### src/common/xio_pkg.sv
package xio_pkg;

  // register byte offsets on the avalon slave
  localparam logic [5:0] OFS_DIR     = 6'h00;
  localparam logic [5:0] OFS_MAIN    = 6'h04;
  localparam logic [5:0] OFS_EXT_LO  = 6'h08;
  localparam logic [5:0] OFS_EXT_HI  = 6'h0C;
  localparam logic [5:0] OFS_POINT   = 6'h10;
  localparam logic [5:0] OFS_OPERAND = 6'h14;
  localparam logic [5:0] OFS_PSEL    = 6'h18;
  localparam logic [5:0] OFS_GSEL    = 6'h1C;
  localparam logic [5:0] OFS_SAVE    = 6'h20;
  localparam logic [5:0] OFS_STATUS  = 6'h24;

  // values after reset
  localparam logic [3:0]  DIR_RST     = 4'h0;
  localparam logic [15:0] MAIN_RST    = 16'h0000;
  localparam logic [31:0] EXT_RST     = 32'h0000_0000;
  localparam logic [31:0] OPERAND_RST = 32'h0000_0000;
  localparam logic [5:0]  PSEL_RST    = 6'h01;
  localparam logic [2:0]  GSEL_RST    = 3'h0;

  // point numbering
  localparam logic [5:0] PT_MAIN_FIRST = 6'h01;
  localparam logic [5:0] PT_MAIN_SMALL = 6'h08;
  localparam logic [5:0] PT_MAIN_LARGE = 6'h10;
  localparam logic [5:0] PT_EXT_FIRST  = 6'h11;
  localparam logic [5:0] PT_EXT_LAST   = 6'h30;

  // group input read selectors
  localparam logic [2:0] GSEL_MAIN = 3'h0;
  localparam logic [2:0] GSEL_G2   = 3'h2;
  localparam logic [2:0] GSEL_G3   = 3'h3;
  localparam logic [2:0] GSEL_G4   = 3'h4;

  // non-volatile store layout
  localparam int unsigned NV_DEPTH       = 8;
  localparam logic [15:0] NV_MARK        = 16'hA5C3;
  localparam logic [2:0]  NV_A_MARK      = 3'h0;
  localparam logic [2:0]  NV_A_DIR       = 3'h1;
  localparam logic [2:0]  NV_A_MAIN      = 3'h2;
  localparam logic [2:0]  NV_A_EXT_LO    = 3'h3;
  localparam logic [2:0]  NV_A_EXT_HI    = 3'h4;
  localparam logic [2:0]  NV_RESTORE_END = 3'h5;

  typedef enum logic [1:0] {PT_NOP, PT_SET, PT_CLEAR, PT_COND} point_op_t;

  typedef struct packed {
    point_op_t  op;
    logic [5:0] point;
  } point_cmd_t;

endpackage

### src/rtl/pin_sync.sv
`timescale 1ns/10ps
module pin_sync #(
  parameter int unsigned W = 1
) (
  // clock and reset
  input  wire logic         clk,
  input  wire logic         nrst,
  // pins in, synchronised levels out
  input  wire logic [W-1:0] d_in,
  output logic      [W-1:0] d_out
);

  logic [W-1:0] s1_q;
  logic [W-1:0] s2_q;

  for (genvar i = 0; i < W; i++) begin : g_bit
    always_ff @(posedge clk or negedge nrst) begin
      if (!nrst) begin
        s1_q[i] <= 1'b0;
        s2_q[i] <= 1'b0;
      end else begin
        s1_q[i] <= d_in[i];
        s2_q[i] <= s1_q[i];
      end
    end
  end

  assign d_out = s2_q;

endmodule // pin_sync

### src/rtl/nv_store.sv
`timescale 1ns/10ps
module nv_store (
  // clock and reset
  input  wire logic        clk,
  input  wire logic        nrst,
  // write port
  input  wire logic        we,
  input  wire logic [2:0]  waddr,
  input  wire logic [15:0] wdata,
  // read port, data one cycle after address
  input  wire logic [2:0]  raddr,
  output logic      [15:0] rdata
);

  // the array has no reset so its contents outlive nrst, standing in for flash
  logic [15:0] mem [xio_pkg::NV_DEPTH];
  logic [15:0] rdata_q;

  always_ff @(posedge clk) begin
    if (we) begin
      mem[waddr] <= wdata;
    end
  end

  always_ff @(posedge clk or negedge nrst) begin
    if (!nrst) begin
      rdata_q <= 16'h0000;
    end else begin
      rdata_q <= mem[raddr];
    end
  end

  assign rdata = rdata_q;

endmodule // nv_store

### src/rtl/ext_io_port.sv
// Notes on behaviour
// - There are 32 extended points, numbered 17 to 48, in four groups of eight (2 to 5).
// - A direction bit of one makes its whole group outputs and zero makes it inputs.
// - Direction weights 1, 2, 4 and 8 select groups 2, 3, 4 and 5 respectively.
// - With nothing saved the block starts with direction zero, so all groups are inputs.
// - A save stores direction and output states in non-volatile memory, restored at start.
// - Any single output point can be set or cleared; 1-8 and 17-48, or 1-48 if large.
// - A conditional single-point write drives the addressed output from an operand.
// - The conditional write sets the output for a nonzero operand and clears it for zero.
// - Group writes take an 8-bit main value and two 16-bit extended values (17-32, 33-48).
// - Group write bits that fall on points configured as inputs are ignored.
// - A supplied group value replaces all its bits; omitted values leave outputs alone.
// - A group input read returns the eight levels of group 0, 2, 3 or 4 as one value.
// - A single-point read returns that point's level; point 17 is bit 0 of group 2.
// - In the main output value bit 0 drives output 1, bit 1 output 2, one meaning on.
`timescale 1ns/10ps
module ext_io_port #(
  parameter bit LARGE_VARIANT = 1'b0
) (
  // clock and reset
  input  wire logic        clk,
  input  wire logic        nrst,
  // avalon-mm slave
  input  wire logic [5:0]  address,
  input  wire logic        read,
  input  wire logic        write,
  input  wire logic [31:0] writedata,
  input  wire logic [3:0]  byteenable,
  output logic      [31:0] readdata,
  output logic             waitrequest,
  // main i/o points 1-16
  output logic      [15:0] main_out,
  input  wire logic [15:0] main_in,
  // extended i/o points 17-48
  input  wire logic [31:0] ext_i,
  output logic      [31:0] ext_o,
  output logic      [31:0] ext_oe
);

  typedef enum logic [1:0] {NV_IDLE, NV_RESTORE, NV_SAVE} nv_state_t;

  logic [3:0]  dir_q;
  logic [15:0] main_out_q;
  logic [31:0] ext_out_q;
  logic [31:0] operand_q;
  logic [5:0]  psel_q;
  logic [2:0]  gsel_q;
  logic        ack_q;
  logic [31:0] readdata_q;
  nv_state_t   st_q;
  logic [2:0]  idx_q;
  logic        ok_q;

  logic [47:0] in_s;
  logic [15:0] main_in_s;
  logic [31:0] ext_in_s;
  logic        wr_fire;
  logic        rd_load;
  logic        nv_idle;
  logic        save_fire;
  logic        pt_fire;
  logic        pt_val;
  logic        main_hit;
  logic        ext_hit;
  logic [3:0]  main_idx;
  logic [4:0]  ext_idx;
  logic [5:0]  main_last;
  logic [2:0]  rd_word;
  logic        ld;
  logic        nv_we;
  logic [15:0] nv_wdata;
  logic [15:0] nv_rdata;
  logic        pt_level;
  logic [7:0]  grp_level;
  logic [31:0] rd_val;
  xio_pkg::point_cmd_t pc;

  // ---------------- pins ----------------
  pin_sync #(.W(48)) u_sync (
    .clk   (clk),
    .nrst  (nrst),
    .d_in  ({ext_i, main_in}),
    .d_out (in_s)
  );
  assign main_in_s = in_s[15:0];
  assign ext_in_s  = in_s[47:16];

  assign main_out = main_out_q;
  assign ext_o    = ext_out_q;
  for (genvar g = 0; g < 4; g++) begin : g_grp
    assign ext_oe[8*g +: 8] = {8{dir_q[g]}};
  end

  // ---------------- bus handshake ----------------
  // one wait cycle per access; all accesses stall while the store is busy
  assign nv_idle     = (st_q == NV_IDLE);
  assign waitrequest = (read | write) & ~ack_q;
  assign wr_fire     = write & ack_q;
  assign rd_load     = read & ~ack_q & nv_idle;
  assign readdata    = readdata_q;

  always_ff @(posedge clk or negedge nrst) begin
    if (!nrst) begin
      ack_q <= 1'b0;
    end else begin
      ack_q <= (read | write) & ~ack_q & nv_idle;
    end
  end

  // ---------------- single point decode ----------------
  assign pc        = xio_pkg::point_cmd_t'(writedata[7:0]);
  assign pt_fire   = wr_fire & (address == xio_pkg::OFS_POINT) & byteenable[0];
  assign main_last = LARGE_VARIANT ? xio_pkg::PT_MAIN_LARGE : xio_pkg::PT_MAIN_SMALL;
  assign main_idx  = 4'(pc.point - xio_pkg::PT_MAIN_FIRST);
  assign ext_idx   = 5'(pc.point - xio_pkg::PT_EXT_FIRST);
  assign main_hit  = (pc.point >= xio_pkg::PT_MAIN_FIRST) && (pc.point <= main_last);
  assign ext_hit   = (pc.point >= xio_pkg::PT_EXT_FIRST) && (pc.point <= xio_pkg::PT_EXT_LAST)
                     && dir_q[ext_idx[4:3]];

  always_comb begin
    case (pc.op)
      xio_pkg::PT_SET:   pt_val = 1'b1;
      xio_pkg::PT_CLEAR: pt_val = 1'b0;
      xio_pkg::PT_COND:  pt_val = (operand_q != 32'h0000_0000);
      default:           pt_val = 1'b0;
    endcase
  end

  // byte lanes of a 16-bit group value map one to one on 8-point groups
  function automatic logic [15:0] grp_write(input logic [15:0] old, input logic [15:0] wd,
                                            input logic [1:0] be, input logic [1:0] dir);
    logic [15:0] m;
    m = {{8{be[1] & dir[1]}}, {8{be[0] & dir[0]}}};
    return (old & ~m) | (wd & m);
  endfunction

  // ---------------- non-volatile restore strobes ----------------
  assign rd_word = idx_q - 3'h1;
  assign ld      = (st_q == NV_RESTORE) && ok_q && (idx_q != 3'h0);

  // ---------------- direction ----------------
  always_ff @(posedge clk or negedge nrst) begin
    if (!nrst) begin
      dir_q <= xio_pkg::DIR_RST;
    end else if (ld && rd_word == xio_pkg::NV_A_DIR) begin
      dir_q <= nv_rdata[3:0];
    end else if (wr_fire && address == xio_pkg::OFS_DIR && byteenable[0]) begin
      dir_q <= writedata[3:0];
    end
  end

  // ---------------- main outputs ----------------
  always_ff @(posedge clk or negedge nrst) begin
    if (!nrst) begin
      main_out_q <= xio_pkg::MAIN_RST;
    end else if (ld && rd_word == xio_pkg::NV_A_MAIN) begin
      main_out_q <= nv_rdata;
    end else if (wr_fire && address == xio_pkg::OFS_MAIN && byteenable[0]) begin
      main_out_q[7:0] <= writedata[7:0];
    end else if (pt_fire && main_hit && pc.op != xio_pkg::PT_NOP) begin
      main_out_q[main_idx] <= pt_val;
    end
  end

  // ---------------- extended outputs ----------------
  always_ff @(posedge clk or negedge nrst) begin
    if (!nrst) begin
      ext_out_q <= xio_pkg::EXT_RST;
    end else if (ld && rd_word == xio_pkg::NV_A_EXT_LO) begin
      ext_out_q[15:0] <= nv_rdata;
    end else if (ld && rd_word == xio_pkg::NV_A_EXT_HI) begin
      ext_out_q[31:16] <= nv_rdata;
    end else if (wr_fire && address == xio_pkg::OFS_EXT_LO) begin
      ext_out_q[15:0] <= grp_write(ext_out_q[15:0], writedata[15:0],
                                   byteenable[1:0], dir_q[1:0]);
    end else if (wr_fire && address == xio_pkg::OFS_EXT_HI) begin
      ext_out_q[31:16] <= grp_write(ext_out_q[31:16], writedata[15:0],
                                    byteenable[1:0], dir_q[3:2]);
    end else if (pt_fire && ext_hit && pc.op != xio_pkg::PT_NOP) begin
      ext_out_q[ext_idx] <= pt_val;
    end
  end

  // ---------------- operand and read selectors ----------------
  always_ff @(posedge clk or negedge nrst) begin
    if (!nrst) begin
      operand_q <= xio_pkg::OPERAND_RST;
    end else if (wr_fire && address == xio_pkg::OFS_OPERAND) begin
      for (int b = 0; b < 4; b++) begin
        if (byteenable[b]) begin
          operand_q[8*b +: 8] <= writedata[8*b +: 8];
        end
      end
    end
  end

  always_ff @(posedge clk or negedge nrst) begin
    if (!nrst) begin
      psel_q <= xio_pkg::PSEL_RST;
      gsel_q <= xio_pkg::GSEL_RST;
    end else if (wr_fire && byteenable[0]) begin
      if (address == xio_pkg::OFS_PSEL) begin
        psel_q <= writedata[5:0];
      end
      if (address == xio_pkg::OFS_GSEL) begin
        gsel_q <= writedata[2:0];
      end
    end
  end

  // ---------------- input levels ----------------
  always_comb begin
    pt_level = 1'b0;
    if (psel_q >= xio_pkg::PT_MAIN_FIRST && psel_q <= main_last) begin
      pt_level = main_in_s[4'(psel_q - xio_pkg::PT_MAIN_FIRST)];
    end else if (psel_q >= xio_pkg::PT_EXT_FIRST && psel_q <= xio_pkg::PT_EXT_LAST) begin
      pt_level = ext_in_s[5'(psel_q - xio_pkg::PT_EXT_FIRST)];
    end
  end

  always_comb begin
    case (gsel_q)
      xio_pkg::GSEL_MAIN: grp_level = main_in_s[7:0];
      xio_pkg::GSEL_G2:   grp_level = ext_in_s[7:0];
      xio_pkg::GSEL_G3:   grp_level = ext_in_s[15:8];
      xio_pkg::GSEL_G4:   grp_level = ext_in_s[23:16];
      default:            grp_level = 8'h00;
    endcase
  end

  // ---------------- read data ----------------
  always_comb begin
    case (address)
      xio_pkg::OFS_DIR:     rd_val = {28'h0000000, dir_q};
      xio_pkg::OFS_MAIN:    rd_val = {16'h0000, main_out_q};
      xio_pkg::OFS_EXT_LO:  rd_val = {16'h0000, ext_out_q[15:0]};
      xio_pkg::OFS_EXT_HI:  rd_val = {16'h0000, ext_out_q[31:16]};
      xio_pkg::OFS_OPERAND: rd_val = operand_q;
      xio_pkg::OFS_PSEL:    rd_val = {18'h00000, psel_q, 7'h00, pt_level};
      xio_pkg::OFS_GSEL:    rd_val = {21'h000000, gsel_q, grp_level};
      xio_pkg::OFS_STATUS:  rd_val = {30'h00000000, ok_q, ~nv_idle};
      default:              rd_val = 32'h0000_0000;
    endcase
  end

  always_ff @(posedge clk or negedge nrst) begin
    if (!nrst) begin
      readdata_q <= 32'h0000_0000;
    end else if (rd_load) begin
      readdata_q <= rd_val;
    end
  end

  // ---------------- save and restore sequencer ----------------
  // restore runs after every reset; a save snapshots while the bus is stalled
  assign save_fire = wr_fire && address == xio_pkg::OFS_SAVE && byteenable[0] && writedata[0];

  always_ff @(posedge clk or negedge nrst) begin
    if (!nrst) begin
      st_q  <= NV_RESTORE;
      idx_q <= 3'h0;
      ok_q  <= 1'b0;
    end else begin
      case (st_q)
        NV_RESTORE: begin
          if (idx_q == 3'h1) begin
            // an unwritten store fails the mark check and keeps the reset values
            if (nv_rdata == xio_pkg::NV_MARK) begin
              ok_q <= 1'b1;
            end else begin
              ok_q <= 1'b0;
            end
          end
          if (idx_q == xio_pkg::NV_RESTORE_END) begin
            st_q  <= NV_IDLE;
            idx_q <= 3'h0;
          end else begin
            idx_q <= idx_q + 3'h1;
          end
        end
        NV_IDLE: begin
          if (save_fire) begin
            st_q  <= NV_SAVE;
            idx_q <= 3'h0;
          end
        end
        NV_SAVE: begin
          if (idx_q == xio_pkg::NV_A_EXT_HI) begin
            st_q  <= NV_IDLE;
            idx_q <= 3'h0;
            ok_q  <= 1'b1;
          end else begin
            idx_q <= idx_q + 3'h1;
          end
        end
        default: begin
          st_q  <= NV_IDLE;
          idx_q <= 3'h0;
        end
      endcase
    end
  end

  assign nv_we = (st_q == NV_SAVE);

  always_comb begin
    case (idx_q)
      xio_pkg::NV_A_MARK:   nv_wdata = xio_pkg::NV_MARK;
      xio_pkg::NV_A_DIR:    nv_wdata = {12'h000, dir_q};
      xio_pkg::NV_A_MAIN:   nv_wdata = main_out_q;
      xio_pkg::NV_A_EXT_LO: nv_wdata = ext_out_q[15:0];
      xio_pkg::NV_A_EXT_HI: nv_wdata = ext_out_q[31:16];
      default:              nv_wdata = 16'h0000;
    endcase
  end

  nv_store u_nv (
    .clk   (clk),
    .nrst  (nrst),
    .we    (nv_we),
    .waddr (idx_q),
    .wdata (nv_wdata),
    .raddr (idx_q),
    .rdata (nv_rdata)
  );

  // ---------------- assertions ----------------
  AST_DIR_MAP: assert property (@(posedge clk) disable iff (!nrst)
    wr_fire && address == xio_pkg::OFS_DIR && byteenable[0] && writedata[3:0] == 4'h4
    |=> ext_oe == 32'h00FF_0000)
    else $error("direction weight 4 did not enable group 4 only");

  AST_INPUT_RELEASED: assert property (@(posedge clk) disable iff (!nrst)
    dir_q == 4'h0 |-> ext_oe == 32'h0000_0000)
    else $error("pin driven while all groups are inputs");

  AST_BLANK_START: assert property (@(posedge clk) disable iff (!nrst)
    st_q == NV_RESTORE && idx_q == 3'h2 && !ok_q |-> dir_q == 4'h0 ##1 dir_q == 4'h0)
    else $error("direction not zero after restore without saved data");

  AST_SAVE_DIR: assert property (@(posedge clk) disable iff (!nrst)
    save_fire |=> ##1 nv_we && nv_wdata == {12'h000, $past(dir_q, 2)})
    else $error("saved direction word differs from direction");

  AST_RESTORE_DIR: assert property (@(posedge clk) disable iff (!nrst)
    ld && rd_word == xio_pkg::NV_A_DIR |=> dir_q == $past(nv_rdata[3:0]))
    else $error("direction not restored from store");

  AST_SET_EXT: assert property (@(posedge clk) disable iff (!nrst)
    pt_fire && ext_hit && pc.op == xio_pkg::PT_SET
    |=> ext_out_q[$past(ext_idx)] && ext_o == ext_out_q)
    else $error("single point set did not drive the point high");

  AST_COND_WRITE: assert property (@(posedge clk) disable iff (!nrst)
    pt_fire && main_hit && pc.op == xio_pkg::PT_COND
    |=> main_out_q[$past(main_idx)] == ($past(operand_q) != 32'h0000_0000))
    else $error("conditional write result does not follow operand");

  AST_MAIN_GROUP: assert property (@(posedge clk) disable iff (!nrst)
    wr_fire && address == xio_pkg::OFS_MAIN && byteenable[0] && !ld
    |=> main_out[7:0] == $past(writedata[7:0]) && $stable(main_out[15:8]))
    else $error("main group write wrong");

  AST_INPUT_IGNORED: assert property (@(posedge clk) disable iff (!nrst)
    wr_fire && address == xio_pkg::OFS_EXT_LO && dir_q[1:0] == 2'b00 && !ld
    |=> $stable(ext_out_q))
    else $error("group write changed points configured as inputs");

  AST_OMITTED_KEPT: assert property (@(posedge clk) disable iff (!nrst)
    wr_fire && address == xio_pkg::OFS_EXT_HI && byteenable[1:0] == 2'b11 && dir_q[3:2] == 2'b11
    |=> ext_out_q[31:16] == $past(writedata[15:0]) && $stable(ext_out_q[15:0]))
    else $error("group write did not replace its value or touched another");

  AST_GROUP_READ: assert property (@(posedge clk) disable iff (!nrst)
    rd_load && address == xio_pkg::OFS_GSEL && gsel_q == xio_pkg::GSEL_G3
    |=> readdata[7:0] == $past(ext_in_s[15:8]) && !waitrequest)
    else $error("group 3 read returned wrong levels");

  AST_POINT_READ: assert property (@(posedge clk) disable iff (!nrst)
    rd_load && address == xio_pkg::OFS_PSEL && psel_q == xio_pkg::PT_EXT_FIRST
    |=> readdata[0] == $past(ext_in_s[0]))
    else $error("point 17 read is not bit 0 of group 2");

endmodule // ext_io_port

### config.mk
export PLATFORM = sky130hd
export DESIGN_NAME = ext_io_port
export DESIGN_NICKNAME = d
export VERILOG_FILES = /design/src/common/xio_pkg.sv /design/src/rtl/pin_sync.sv /design/src/rtl/nv_store.sv /design/src/rtl/ext_io_port.sv
export SDC_FILE = /design/constraint.sdc
export NUM_CORES = 1
export LEC_CHECK = 0
export BUFFER_PORTS_ARGS = -buffer_cell sky130_fd_sc_hd__clkbuf_2
export CAP_MARGIN = 5
export CORE_MARGIN = 10
export CORE_UTILIZATION = 38
export DETAILED_ROUTE_END_ITERATION = 6
export PLACE_DENSITY = 0.64
export SLEW_MARGIN = 20
export SYNTH_ARGS = -nofsm -noshare
export SYNTH_HDL_FRONTEND = slang
export SYNTH_SLANG_ARGS = --single-unit
### constraint.sdc
create_clock -name clk -period 8.7 [get_ports clk]
set_input_delay 0.435 -clock clk [delete_from_list [all_inputs] [get_ports clk]]
set_output_delay 0.435 -clock clk [all_outputs]
set_load 0.01 [all_outputs]
# [Word level (Yosys, flattened, before mapping)]
# Memory sizes are Yosys's and may differ from the RTL's. A register that Yosys moved wholly into a read port is not among the register bits.
# Cells that the tools add are included.
[op_classes] n_addsub=6 n_bitwise=23 mux=46 eq_ne=34 n_reduce_logical=53 magnitude_cmp=15
[ops] cell="$pmux 32 s8" n=1
[ops] cell="$mux 16" n=9
[ops] cell="$pmux 16 s5" n=1
[ops] cell="$and 16x16->16" n=4
[ops] cell="$bwmux 32" n=1
[ops] cell="$mux 32" n=1
[ops] cell="$not 16->16" n=2
[ops] cell="$or 16x16->16" n=2
[ops] cell="$pmux 8 s4" n=1
[ops] cell="$reduce_bool 32->1" n=1
[ops] cell="$logic_and 1x1->1" n=28
[ops] cell="$eq 6x5->1 const B" n=4
[ops] cell="$eq 3x2->1 const B" n=6
[ops] cell="$bwmux 16" n=1
[ops] cell="$eq 16x16->1 const B" n=1
[ops] cell="$mux 8" n=2
[ops] cell="$reduce_and 2->1" n=7
[ops] cell="$eq 3x3->1 const B" n=4
[ops] cell="$eq 6x4->1 const B" n=2
[ops] cell="$eq 6x6->1 const B" n=2
[ops] cell="$ge 6x1->1 const B" n=2
[ops] cell="$ge 6x5->1 const B" n=2
[ops] cell="$le 6x4->1 const B" n=2
[ops] cell="$le 6x6->1 const B" n=2
[ops] cell="other kinds (38)" n=89
[totals] reg_bits=228 ram_bits=128 in_bits=94 out_inout_bits=113 n_memories=1 word_cells=290
[mem_list] memory="u_nv.mem" words=8 width=16 read_ports=1 rd_ports_with_merged_regs=1 wr=1 line="nv_store.sv:16" source="logic [15:0] mem [xio_pkg::NV_DEPTH];"

# [Longest topological paths before layout]
[depth] depth_word=11 ltp_mapped=12 ltp_nobuf=8

# [Hierarchy]
# A second synthesis with hierarchy kept.
[unflattened] cells_unflattened=1275 area_unflattened_um2=16677.2
[by_module_without_submodules] module="ext_io_port" cells_per_inst=965 area_per_inst_um2=8901.0 n_inst=1
[by_module_without_submodules] module="nv_store" cells_per_inst=214 area_per_inst_um2=5373.9 n_inst=1
[by_module_without_submodules] module="pin_sync" cells_per_inst=96 area_per_inst_um2=2402.3 n_inst=1

# [Worst setup path before layout]
# OpenSTA, ideal clock, no wires.
[synth_timing] path_type="reg2reg" from="register idx_q[0]" to="register with a tool-made name" setup_time_ps=130 stages_incl_launch_ff=13 required_ps=8570 setup_slack_ps=5302 synth_period_minus_slack_ps=3398 arrival_ps=3269 cell_sequence="dfrtp_1 -> clkbuf_1 -> clkbuf_1 -> inv_1 -> ha_1 -> nor3b_1 -> o2111ai_1 -> nand2_1 -> clkbuf_1 -> o41ai_4 -> buf_6 -> buf_4 -> a31oi_1"
[synth_rtl] item="start, declared" line="ext_io_port.sv:51" source="logic [2:0] idx_q;"
[synth_rtl] item="start signal, assigned" line="ext_io_port.sv:278" source="idx_q <= idx_q + 3'h1;"
[synth_rtl] item="start signal, assigned" line="ext_io_port.sv:293" source="idx_q <= idx_q + 3'h1;"

==> impl_metrics.yaml <==
synthesis:
  synth_edf_count: 128
  avgSynthCellArea_um2: 12.1
  netlist_area_mm2: 0.0168
  yosysWarnings: 0
  syn_inst: 1381
  synthesis.nets: 1489
  synth_seq_area_share_pct: 59.4
  synth_cell_type_count: 81
  synth-seq-cells: 372
  synth-main-ff-cell: "dfrtp_1"
  async_flop_share_pct: 65.6
die:
  core_area_mm2: 0.0434
  fp.dieH_um: 230
  start_util_pct: 38.7
  fp.dieArea_mm2: 0.0529
  fp.dieW_um: 230
  rows: 76
  ioPinCount: 207
timing:
  fin_setup_tns_ps: 0
  clock_skew_ps: 28.5
  rsz0062_at_grt: "no"
  holdWs_ps: 27.5
  slew_headroom_pct: 19.8
  fin_crit_sh_pct: 53.2
  drv_slew: 0
  setup_viol: 0
  min_period_ps: 4630
  finalHoldViolCount: 0
  worst_slew_pin_slew_ps: 1190
  fmax_ghz: 0.216
detailed_routing:
  drc: 20
  num_vias: 12800
  ant_nets: 0
  wl_mm: 55.8
  avgViaCountPerCell: 5.81
  drt_iter0_markers: 1666
  drt_pass1_iterations: 7
  post_drt_wl_per_cell_um: 25.4
job:
  drv_cap: 0
power:
  powerDensity_mw_per_mm2: 238
  p_seq_share_pct: 46.3
  p_int_mw: 3.38
  p_clk_share_pct: 36.8
  peakVddDrop_mv: 0.181
  comb_power_share_pct: 17.0
  netSwitchingPower_mw: 1.39
  switching_share_pct: 29.1
  power.leakage_nw: 8.21
global_routing:
  grt_pass1_wl_mm: 83.1
  grt_max_degree: 114
  grt_pass1_vias: 12800
  grt_usage_pct: 20.7
  antenna_found_initial: 4
  overflow: 0
clocking:
  clk_latency_ps: 570
  clock_sinks: 372
  cts.clk_slew.worst_paths_ps: 60
  cts-buffers-inserted: 40
  cts_tree: "yes"
  clock_path_buffers: 3
  root_buffer: "clkbuf_16"
  cts_max_level: 2
cells_and_area:
  register_area_mm2: 0.00995
  nNetsFinal: 1688
  post-route-util_pct: 46.1
  syn_to_final_growth_pct: 19.2
  nFillCells: 3962
  multi_input_area_mm2: 0.00619
  drive_gt1_share_pct: 24.8
worst_setup_path:
  timing.critical_path.arrival_ps: 5060
  worstSetupPathType: "reg2reg"
  r2r_slack_ps: 4070
  startpoint_type: "register"
  critPathCaptureType: "register"
  cp_max_fo: 22
  cp.required_ps: 9130
place:
  numPortBuffers: 206
  dp_hpwl_mm: 39.5
  routabilityCongestion: 0.962
run_status:
  status: "finished, violations left"
  violations: "DRC"
worst_hold_path:
  hp-class: "in2reg"
final timing paths:
check                                start                to  cells past startpoint
min                              ext_i[22]   u_sync.s1_q[38]                      1
max in group asynchronous             nrst          idx_q[0]                      3
min reg2reg                u_sync.s1_q[37]  u_sync.d_out[37]                      0
max                               idx_q[1]          register                      9
max reg2reg                       idx_q[1]          register                      9
min in group asynchronous             nrst  u_sync.d_out[21]                      2
flip-flops by register name, summed over array words and instances, names as in the netlist, 4 cells and up, named ones only:
register and flops:
dir_q 4, u_sync.d_out 48, operand_q 32, u_nv.rdata 16
u_sync.s1_q 48, psel_q 6, main_out 16, u_nv.mem 128
readdata 32
power by group through the flow:
stage	Clock, mW	Combinational, mW	Sequential (mW)
after global placement	0	0.770	2.22
after global routing	1.86	0.883	2.21
after floorplan	0	0.524	2.14
after detailed placement	0	0.781	2.23
final	1.75	0.809	2.20
after CTS	1.78	0.803	2.19
stage by stage:
stage	total power [mW]	cells	area [µm²]	setup slack [ps]
2_1_floorplan	2.66	1381	16800	5300
3_3_place_gp	2.99	2076	18100	4230
3_5_place_dp	3.01	2076	18100	4200
4_1_cts	4.78	2194	20000	4140
5_1_grt	4.96	2199	20000	3750
6_report	4.76	2199	20000	4070
cell families after synthesis:
family,after synthesis,synth area share (%)
compound gates,342,13.4
xor+xnor,3,0.157
fa+ha+maj,14,1.04
buf+inv,138,4.04
flops,372,59.4
mux,113,10.5
simple gates,399,11.5
cells in the mapped netlist, types with 4 or more instances:
cell      number  area share [%]
dfrtp_1      242              36
nand2_1      197             4.4
edfxtp_1     128              23
a21oi_1       82             2.4
o21ai_0       74             2.2
nor2_1        65             1.5
clkbuf_1      58             1.3
a22oi_1       54             2.4
mux4_2        45             6.0
mux2_2        35             2.4
buf_4         30             1.3
a31oi_1       22            0.82
inv_1         21            0.47
a222oi_1      20             1.2
nand3_1       20            0.60
mux2_1        17             1.1
o21a_1        17            0.76
mux2i_1       16            0.96
nor3_1        16            0.48
nor4_1        15            0.56
buf_2         14            0.42
ha_1          14             1.0
o21ai_1       12            0.36
nand4_1       11            0.41
nand2b_1      10            0.37
nor2b_1       10            0.37
buf_1          9            0.20
a211oi_1       8            0.36
or4_1          7            0.31
and2_1         6            0.22
a221oi_1       5            0.26
a311oi_1       5            0.26
and3_1         5            0.19
o22ai_1        5            0.19
o31ai_1        5            0.22
or3_1          5            0.19
a221o_1        4            0.24
buf_6          4            0.27
nor3b_1        4            0.18
worst max-delay path, stage by stage, from the launching register on:
cell and delay (ps):
dfrtp_1 860, clkinv_1 790, ha_1 440, buf_4 210
nor3b_1 310, o2111a_1 740, nor2_1 230, a2111o_1 600
o21ai_0 210, a22oi_1 80
repair_timing:
action                     CTS  global route
hold endpoints to repair   154             1
setup buffers                0             0
hold buffers                46             1
gates resized for setup      0             0
setup endpoints to repair    0             0
cell type report:
| class | instances | area share (%) |
|---|---|---|
| antenna | 4 | 0.0501 |
| clock buffer | 58 | 6.01 |
| clock inverter | 14 | 0.832 |
| inverter | 23 | 0.432 |
| multi-input combinational | 871 | 30.9 |
| sequential | 372 | 49.8 |
| tap | 585 | 3.66 |
| timing repair buffer | 272 | 8.27 |
layer usage:
| metal | wire, µm | part of all wire (%) | GRT usage, % | up-vias |
|---|---|---|---|---|
| met5 | 0 | 0 | 0 | - |
| met2 | 25200 | 45 | 31.4 | 718 |
| met3 | 5340 | 9.6 | 5.01 | 130 |
| li1 | - | - | - | 5548 |
| met1 | 23200 | 42 | 27.9 | 6387 |
| met4 | 2020 | 3.6 | 8.76 | 0 |
cell usage in the layout, fill, tap and decap left out, types with 8 or more instances in the layout:
cell type	instances
a211oi_1	8
a21oi_1	82
a222oi_1	20
a22oi_1	54
a31oi_1	22
buf_4	19
clkbuf_16	42
clkbuf_2	205
clkbuf_8	9
dfrtp_1	240
dlygate4sd3_1	47
edfxtp_1	128
ha_1	14
inv_1	21
mux2_1	17
mux2_2	35
mux2i_1	16
mux4_2	45
nand2_1	197
nand2b_1	10
nand3_1	20
nand4_1	11
nor2_1	58
nor2b_1	10
nor3_1	14
nor4_1	15
o21a_1	17
o21ai_0	74
o21ai_1	12
Note: power is estimated with default switching activity, not from simulation.
